$ cat src/siread_regs.vh
`ifndef SIREAD_REGS_VH
`define SIREAD_REGS_VH
`define SIREAD_ID_WIDTH 57
`define SIREAD_ID_MSB 56
// Arbitrary neutral identifier value
`define SIREAD_ID_VALUE 57'h0a5_5a5a_c3c3_3c3c
`define SIREAD_SR_RESET 57'h000_0000_0000_0000
`define SIREAD_SAME_ID_MAX 32
`define SIREAD_FIFO_WIDTH 1
`define SIREAD_FIFO_DEPTH 16
`define SIREAD_FIFO_AW 4
`define SIREAD_FIFO_FULL 5'h10
`endif

$ cat src/siread_fifo.v
`timescale 1ns/100ps
`default_nettype none
module siread_fifo #(
  parameter WIDTH = 1,
  parameter DEPTH = 16,
  parameter AW = 4
) (
  // Clock and reset
  input wire clk_in,
  input wire rst_n_in,
  // Write side
  input wire in_valid_in,
  output wire in_ready_out,
  input wire [WIDTH-1:0] in_data_in,
  // Read side
  output wire out_valid_out,
  input wire out_ready_in,
  output wire [WIDTH-1:0] out_data_out
);
  reg [WIDTH-1:0] mem [0:DEPTH-1];
  reg [AW-1:0] wr_ptr;
  reg [AW-1:0] rd_ptr;
  reg [AW:0] count;
  wire do_wr;
  wire do_rd;
  localparam [AW:0] FULL_COUNT = DEPTH;
  integer i;
  assign in_ready_out = (count != FULL_COUNT);
  assign out_valid_out = (count != {(AW+1){1'b0}});
  assign out_data_out = mem[rd_ptr];
  assign do_wr = in_valid_in & in_ready_out;
  assign do_rd = out_valid_out & out_ready_in;
  always @(posedge clk_in or negedge rst_n_in) begin
    if (!rst_n_in) begin
      wr_ptr <= {AW{1'b0}};
      rd_ptr <= {AW{1'b0}};
      count <= {(AW+1){1'b0}};
      for (i = 0; i < DEPTH; i = i + 1) begin
        mem[i] <= {WIDTH{1'b0}};
      end
    end else begin
      if (do_wr) begin
        mem[wr_ptr] <= in_data_in;
        wr_ptr <= wr_ptr + {{(AW-1){1'b0}}, 1'b1};
      end
      if (do_rd) begin
        rd_ptr <= rd_ptr + {{(AW-1){1'b0}}, 1'b1};
      end
      if (do_wr && !do_rd) begin
        count <= count + {{AW{1'b0}}, 1'b1};
      end else if (do_rd && !do_wr) begin
        count <= count - {{AW{1'b0}}, 1'b1};
      end
    end
  end
endmodule // siread_fifo
`default_nettype wire

$ cat src/siread_identifier_access_port.v
`timescale 1ns/100ps
`default_nettype none
`include "siread_regs.vh"
module siread_identifier_access_port (
  // Clock and reset
  input wire clk_in,
  input wire reset_n_in,
  // Controls from user logic
  input wire load_in,
  input wire shift_in,
  input wire serial_in,
  // Serial output is its own flop, loaded from the next value's MSB in step with the register
  output reg serial_out,
  // Buffered stream of shifted-out bits
  output reg stream_valid_out,
  input wire stream_ready_in,
  output reg stream_data_out,
  // Back-pressure: low when the bit buffer is full, and from reset until the edge after rst_sync rises
  output reg shift_ready_out
);
  ////////////////////////////////////////////////////////////////
  // Reset release
  reg rst_meta;
  reg rst_sync;
  always @(posedge clk_in or negedge reset_n_in) begin
    if (!reset_n_in) begin
      rst_meta <= 1'b0;
      rst_sync <= 1'b0;
    end else begin
      rst_meta <= 1'b1;
      rst_sync <= rst_meta;
    end
  end
  ////////////////////////////////////////////////////////////////
  // Identifier and shift register
  // Constant only; no path writes it
  wire [`SIREAD_ID_MSB:0] device_identifier = `SIREAD_ID_VALUE;
  reg [`SIREAD_ID_MSB:0] shreg;
  reg [`SIREAD_ID_MSB:0] next_shreg;
  wire fifo_in_ready;
  // Refused shifts leave the register untouched
  wire shift_take = shift_in & ~load_in & shift_ready_out & fifo_in_ready;
  always @* begin
    next_shreg = shreg;
    if (load_in) begin
      next_shreg = device_identifier;
    end else if (shift_take) begin
      next_shreg = {shreg[`SIREAD_ID_MSB-1:0], serial_in};
    end
  end
  always @(posedge clk_in or negedge rst_sync) begin
    if (!rst_sync) begin
      shreg <= `SIREAD_SR_RESET;
      serial_out <= 1'b0;
    end else begin
      shreg <= next_shreg;
      serial_out <= next_shreg[`SIREAD_ID_MSB];
    end
  end
  ////////////////////////////////////////////////////////////////
  // Bit buffer: each shift pushes the bit leaving the output
  wire fifo_out_valid;
  wire fifo_out_data;
  wire fifo_pop = stream_ready_in | ~stream_valid_out;
  siread_fifo #(
    .WIDTH(`SIREAD_FIFO_WIDTH),
    .DEPTH(`SIREAD_FIFO_DEPTH),
    .AW(`SIREAD_FIFO_AW)
  ) u_fifo (
    .clk_in(clk_in),
    .rst_n_in(rst_sync),
    .in_valid_in(shift_take),
    .in_ready_out(fifo_in_ready),
    .in_data_in(shreg[`SIREAD_ID_MSB]),
    .out_valid_out(fifo_out_valid),
    .out_ready_in(fifo_pop),
    .out_data_out(fifo_out_data)
  );
  // Occupancy mirror: the ready flag comes from a flop that resets low, then matches the buffer in the same cycle
  reg [`SIREAD_FIFO_AW:0] buf_fill;
  reg [`SIREAD_FIFO_AW:0] next_buf_fill;
  wire buf_pop = fifo_out_valid & fifo_pop;
  always @* begin
    next_buf_fill = buf_fill;
    if (shift_take && !buf_pop) begin
      next_buf_fill = buf_fill + {{`SIREAD_FIFO_AW{1'b0}}, 1'b1};
    end else if (buf_pop && !shift_take) begin
      next_buf_fill = buf_fill - {{`SIREAD_FIFO_AW{1'b0}}, 1'b1};
    end
  end
  always @(posedge clk_in or negedge rst_sync) begin
    if (!rst_sync) begin
      stream_valid_out <= 1'b0;
      stream_data_out <= 1'b0;
      shift_ready_out <= 1'b0;
      buf_fill <= {(`SIREAD_FIFO_AW+1){1'b0}};
    end else begin
      buf_fill <= next_buf_fill;
      shift_ready_out <= (next_buf_fill != `SIREAD_FIFO_FULL);
      if (fifo_pop) begin
        stream_valid_out <= fifo_out_valid;
        stream_data_out <= fifo_out_data;
      end
    end
  end
endmodule // siread_identifier_access_port
`default_nettype wire

$ cat config.mk
export PLATFORM = sky130hd
export DESIGN_NAME = siread_identifier_access_port
export DESIGN_NICKNAME = d
export VERILOG_FILES = /design/src/siread_fifo.v /design/src/siread_identifier_access_port.v
export VERILOG_INCLUDE_DIRS = /design/src /design/src/src
export SDC_FILE = /design/constraint.sdc
export NUM_CORES = 1
export LEC_CHECK = 0
export BUFFER_PORTS_ARGS = -buffer_cell sky130_fd_sc_hd__buf_2
export CORE_MARGIN = 1
export CORE_UTILIZATION = 40
export DETAILED_ROUTE_END_ITERATION = 16
export PLACE_DENSITY = 0.64
export SLEW_MARGIN = 20
export SYNTH_ARGS = -nofsm -noshare
export SYNTH_HDL_FRONTEND = slang
export SYNTH_SLANG_ARGS = --single-unit
$ cat constraint.sdc
create_clock -name clk_in -period 3.4 [get_ports clk_in]
set_input_delay 0 -clock clk_in [delete_from_list [all_inputs] [get_ports clk_in]]
set_output_delay 0 -clock clk_in [all_outputs]
set_load 0.02 [all_outputs]
==> results.yml, run 1 <==
clocking:
  h-tree-depth: 3
  cts_tree: "yes"
  clock_latency_ns: 0.35
  cts_buffers: 9
  clk_pin_slew_ns: 0.09
  clock_sinks: 96
  cts_buffer_depth: 2
  cts_hold_buf: 3
  ctsResizeCount: 0
  cts_setup_buffers: 0
  cts-root-buf: "clkbuf_8"
worst_setup_path:
  crit_type: "reg2reg"
  start_kind: "flop"
  cp.arrival_ns: 3.06
  cp-end-kind: "flop"
  required_ns: 3.67
  r2r_cells: 9
  cp_max_fo: 5
floorplan:
  io_pins: 10
  rows: 37
  dieWidth_um: 107
  start_util_pct: 41.7
  core-area_um2: 10500
  fp.dieH_um: 107
  dieArea_um2: 11300
sta:
  rsz0062_at_grt: "false"
  period_share_pct: 81.8
  setup_viol: 0
  max_freq_ghz: 0.359
  finalSetupTns_ns: 0
  setup_slack_ns: 0.617
  finClkSkew_ns: 0.0106
  worst_pin_slew_ns: 0.937
  slew_headroom_pct: 37.6
  report.final.slew_viol_count: 0
  fin_hold_ws_ns: 0.0438
  hold_violations: 0
  period_needed_ns: 2.78
placed_design:
  portBuffers: 9
  place.gp.congestion: 0.742
  dp_hpwl_mm: 4.37
  place_ws_ns: 0.636
  place_area_um2: 4470
worst_hold_path:
  hold_depth: 3
  min_path_type: "in2reg"
routing:
  drc: 0
  wirelength_mm: 7.06
  antenna_left: 0
  post_drt_via_cell_ratio: 4.92
  via_count: 2753
  dr.pass1.iters: 4
  dr.first_iter.drc_count: 114
  wl_per_cell_um: 12.6
status:
  outcome: "complete, no violations"
global_route:
  grt_pass1_vias: 2768
  grt_pass1_wl_mm: 12.4
  antenna_found_initial: 0
  grt-ovfl-total: 0
  track_usage_pct: 13.7
  grt_start_max_net_pins: 136
cells_and_area:
  diodes: 0
  area_growth_pct: 7.48
  final_common_cell: "dfrtp_1"
  num-nets-final: 438
  design_area_um2: 4690
  drive_gt1_share_pct: 10.6
  layout_common_cells: "dfrtp_1, nand2_1, o21ai_0"
synth:
  synth.area.top_cells: "dfrtp_1, o21ai_0, nand2_1"
  syn_area_um2: 4370
  postSynthAreaPerCell_um2: 10.4
  syn-num-nets: 439
  synth_top_area_cell: "dfrtp_1"
  synthDistinctLibCells: 34
  yosysTopAreaCellShare_pct: 55.0
  yosys_warnings: 0
  yosysSeqAreaShare_pct: 55.0
  synthCells: 419
  synth_seq_cells: 96
power_and_ir_drop:
  p_total_w: 0.00344
  leakagePower_nw: 1.99
  power.density_nw_per_um2: 734
  vdd_ir_drop_max_v: 0.000374
job:
  cap_violations: 0
==> Yosys cell counts, drive strengths merged <==
master,n
nand3,12
a211oi,1
fa,1
xnor2,10
o31a,1
mux2i,3
nor2b,4
nand4bb,1
xor2,4
a21o,2
dfrtp,96
inv,7
a21oi,3
or3,1
nand4,8
conb,1
mux2,18
mux4,4
o21ai,64
or4,1
nand2,69
clkbuf,14
buf,13
ha,13
nor4,1
nand2b,31
or4b,1
nor2,35
==> layout make-up <==
type                       count  area [um^2]
inverter                       7         26.3
multi-input combinational    289         1800
sequential                    96         2410
clock inverter                 3         23.8
clock buffer                  13          169
tap                          136          170
fill                        1022         5770
timing repair buffer          15          101
==> path summary, 6_finish.rpt <==
path / endpoint / slack [ns] / start
worst min-delay path: stream_valid_out / 0.04 / stream_ready_in
worst max register to register: u_fifo.count[4] / 0.62 / u_fifo.count[1]
min in group asynchronous: shreg[2] / 0.36 / rst_sync
worst max-delay path: u_fifo.count[4] / 0.62 / u_fifo.count[1]
max in group asynchronous: shreg[55] / 2.25 / rst_sync
worst min register to register: shreg[2] / 0.36 / rst_sync
==> worst max-delay path, stage by stage, from the launching register on <==
cell     delay (ns)
dfrtp_1        0.45
or4_4          0.58
o21ai_4        0.21
ha_1           0.22
inv_1          0.11
fa_1           0.42
a21o_1         0.17
a21oi_1        0.16
mux2i_1        0.24
xnor2_1        0.14
==> metal layers <==
metal | part of all wire, % | wire length [um] | global-route usage [%] | vias up
li1 | - | - | - | 1383
met1 | 49 | 3430 | 16.4 | 1334
met2 | 48 | 3360 | 23.6 | 25
met3 | 2.3 | 161 | 3.19 | 11
met4 | 1.5 | 106 | 5.58 | 0
met5 | 0 | 0 | 0 | -
==> logic make-up (layout without fill, tap and decap cells) <==
logic type | count (synthesis) | in the layout | share of synthesized area [%]
fa+ha+maj | 14 | 14 | 4.18
xor+xnor | 14 | 14 | 2.81
compound gates | 71 | 71 | 8.77
simple gates | 164 | 164 | 17.5
other cells | 1 | 1 | 0.0859
flops | 96 | 96 | 55.0
buf+inv | 34 | 38 | 4.01
mux | 25 | 25 | 7.65
==> per-stage QoR <==
step / utilization [%] / instances
finish: 44.9 / 559
global route: 44.9 / 559
CTS: 44.8 / 559
detailed placement: 42.7 / 540
global placement: 42.7 / 540
floorplan: - / 419
==> where the power goes <==
part           internal [W]  total, W  switching (W)
Clock              0.000330  0.000717       0.000388
Sequential          0.00148   0.00180       0.000319
Combinational      0.000461  0.000926       0.000464
Total               0.00227   0.00344        0.00117
==> sequential cells by signal (all words and copies together), names as in the netlist <==
register	flops
u_fifo.count	5
u_fifo.wr_ptr	4
stream_data_out	1
shreg	57
u_fifo.rd_ptr	4
rst_sync	1
stream_valid_out	1
buf_fill	5
rst_meta	1
u_fifo.mem	16
shift_ready_out	1
No activity file was read; power rests on OpenSTA's default activity.
==> run 2: changes to the inputs <==
==> constraint.sdc (replaced) <==
create_clock -name clk_in -period 2.72 [get_ports clk_in]
set_input_delay 0 -clock clk_in [delete_from_list [all_inputs] [get_ports clk_in]]
set_output_delay 0 -clock clk_in [all_outputs]
set_load 0.02 [all_outputs]
==> results.yml, run 2 (synthesized netlist as in run 1, its figures left out) <==
floorplan:
  dieWidth_um: 107
  start_util_pct: 41.7
  core-area_um2: 10500
  fp.dieH_um: 107
  rows: 37
  dieArea_um2: 11300
  io_pins: 10
worst_setup_path:
  cp.arrival_ns: 2.85
  rrSetupSlack_ns: 0.16
  required_ns: 3.01
  r2r_cells: 9
  regToRegStartpoint: "u_fifo.count[1]"
  slowest_delay_ns: 0.56
  cp-startpoint: "u_fifo.count[1]"
  cp_cell_sequence: "or4_4 > o21ai_4 > ha_1 > inv_2 > ha_1 > a21o_1 > a21oi_2 > mux2i_1 > xnor2_1"
  start_kind: "flop"
  crit_path_end: "u_fifo.count[4]"
  cp_max_fo: 5
  crit_type: "reg2reg"
  reg2reg_to: "u_fifo.count[4]"
  cp-end-kind: "flop"
  cp_common_cell: "ha_1"
  crit_slowest_cell: "or4_4"
cells_and_area:
  top_register: "shreg"
  largest_reg_flops: 57
  layout_common_cells: "dfrtp_1, nand2_1, o21ai_0"
  utilization_pct: 45.5
  num-nets-final: 444
  drive_gt1_share_pct: 13.1
  area_growth_pct: 9.05
  final_common_cell: "dfrtp_1"
  top_regs: "shreg: 57 flops, u_fifo.mem: 16 flops"
  diodes: 0
  nFillCells: 992
job:
  cap_violations: 0
global_route:
  grt-ovfl-total: 0
  antenna_found_initial: 0
  grt_start_max_net_pins: 93
  grt_pass1_vias: 2764
  grt_pass1_wl_mm: 12.6
  track_usage_pct: 14.0
routing:
  wirelength_mm: 7.00
  dr.pass1.iters: 4
  antenna_left: 0
  post_drt_via_cell_ratio: 4.86
  drc: 0
  dr.first_iter.drc_count: 153
  via_count: 2746
  wl_per_cell_um: 12.4
placed_design:
  place.gp.congestion: 0.802
  dp_hpwl_mm: 4.44
  portBuffers: 9
  place_ws_ns: 0.0445
sta:
  period_share_pct: 94.0
  worst_pin_slew_ns: 0.716
  finClkSkew_ns: 0.0113
  hold_violations: 0
  report.final.slew_viol_count: 0
  slew_headroom_pct: 52.3
  finalSetupTns_ns: 0
  period_needed_ns: 2.56
  setup_viol: 0
  fin_hold_ws_ns: 0.0346
  setup_slack_ns: 0.162
  max_freq_ghz: 0.391
clocking:
  cts_buffers: 9
  cts_tree: "yes"
  cts-root-buf: "clkbuf_8"
  clk_pin_slew_ns: 0.09
  clock_latency_ns: 0.36
  h-tree-depth: 3
  cts_buffer_depth: 2
  clock_sinks: 96
status:
  outcome: "complete, no violations"
power_and_ir_drop:
  vdd_ir_drop_max_v: 0.000370
  combPwrFrac_pct: 27.7
  power.density_nw_per_um2: 927
  p_int_w: 0.00294
  leakagePower_nw: 2.03
  switching_power_w: 0.00147
  switching_share_pct: 33.3
  p_seq_share_pct: 50.8
  clkPwrFrac_pct: 21.5
worst_hold_path:
  min_path_type: "in2reg"
  min_from: "stream_ready_in"
## run 2: changes by cell type in the layout (fill, tap and decap cells not counted), sizes merged
cell	delta
buf	+6
bufinv	+1
clkbuf	-1
clkinv	+1
clkinvlp	-1
## run 2: worst min-delay path by stage
stage | cells after the start | to
6_report | 3 | stream_valid_out
2_1_floorplan | 0 | rst_meta
5_1_grt | 3 | stream_valid_out
3_3_place_gp | 1 | rst_meta
3_5_place_dp | 1 | rst_meta
4_1_cts | 3 | stream_valid_out
## run 2: stage by stage
| stage | instance area, um^2 | total power [W] | std cells |
|---|---|---|---|
| CTS | 4740 | 0.00443 | 564 |
| global placement | 4510 | 0.00340 | 545 |
| detailed placement | 4510 | 0.00347 | 545 |
| floorplan | 4370 | 0.00317 | 419 |
| finish | 4760 | 0.00442 | 565 |
| global route | 4760 | 0.00476 | 565 |
## run 2: power by group through the flow
| stage | Clock, W | Combinational (W) | Sequential [W] |
|---|---|---|---|
| floorplan | 0 | 0.00102 | 0.00215 |
| global placement | 0 | 0.00115 | 0.00225 |
| detailed placement | 0 | 0.00120 | 0.00227 |
| CTS | 0.000987 | 0.00121 | 0.00224 |
| global route | 0.00105 | 0.00140 | 0.00231 |
| finish | 0.000950 | 0.00122 | 0.00224 |
## run 2: layer usage
metal | share of wire, % | routed length, um | vias to the layer above | GRT usage (%)
li1 | - | - | 1393 | -
met1 | 50 | 3470 | 1318 | 17.6
met2 | 46 | 3250 | 26 | 23.2
met3 | 2.5 | 172 | 9 | 3.86
met4 | 1.4 | 101 | 0 | 4.40
met5 | 0 | 0 | - | 0
## run 2: cell type report
cell class	instances	area, um^2	share of cell area, %
clock buffers	12	155	3.26
clock inverters	4	51.3	1.08
inverters	7	26.3	0.552
multi-input cells	289	1810	38.0
flip-flops and latches	96	2410	50.5
well taps	136	170	3.57
repair buffers	21	143	2.99
## run 2: timing repair
item,4_1_cts,5_1_grt
setup endpoints to repair,0,2
hold buffers,3,0
hold endpoints to repair,3,0
gates resized for setup,0,5
buffers inserted,0,1
## run 2: critical path: cells and delay by family (launching register included)
family | cells | cell delay [ns]
simple gates | 1 | 0.56
fa+ha+maj | 2 | 0.55
compound gates | 3 | 0.49
flops | 1 | 0.44
mux | 1 | 0.22
xor+xnor | 1 | 0.13
buf+inv | 1 | 0.09
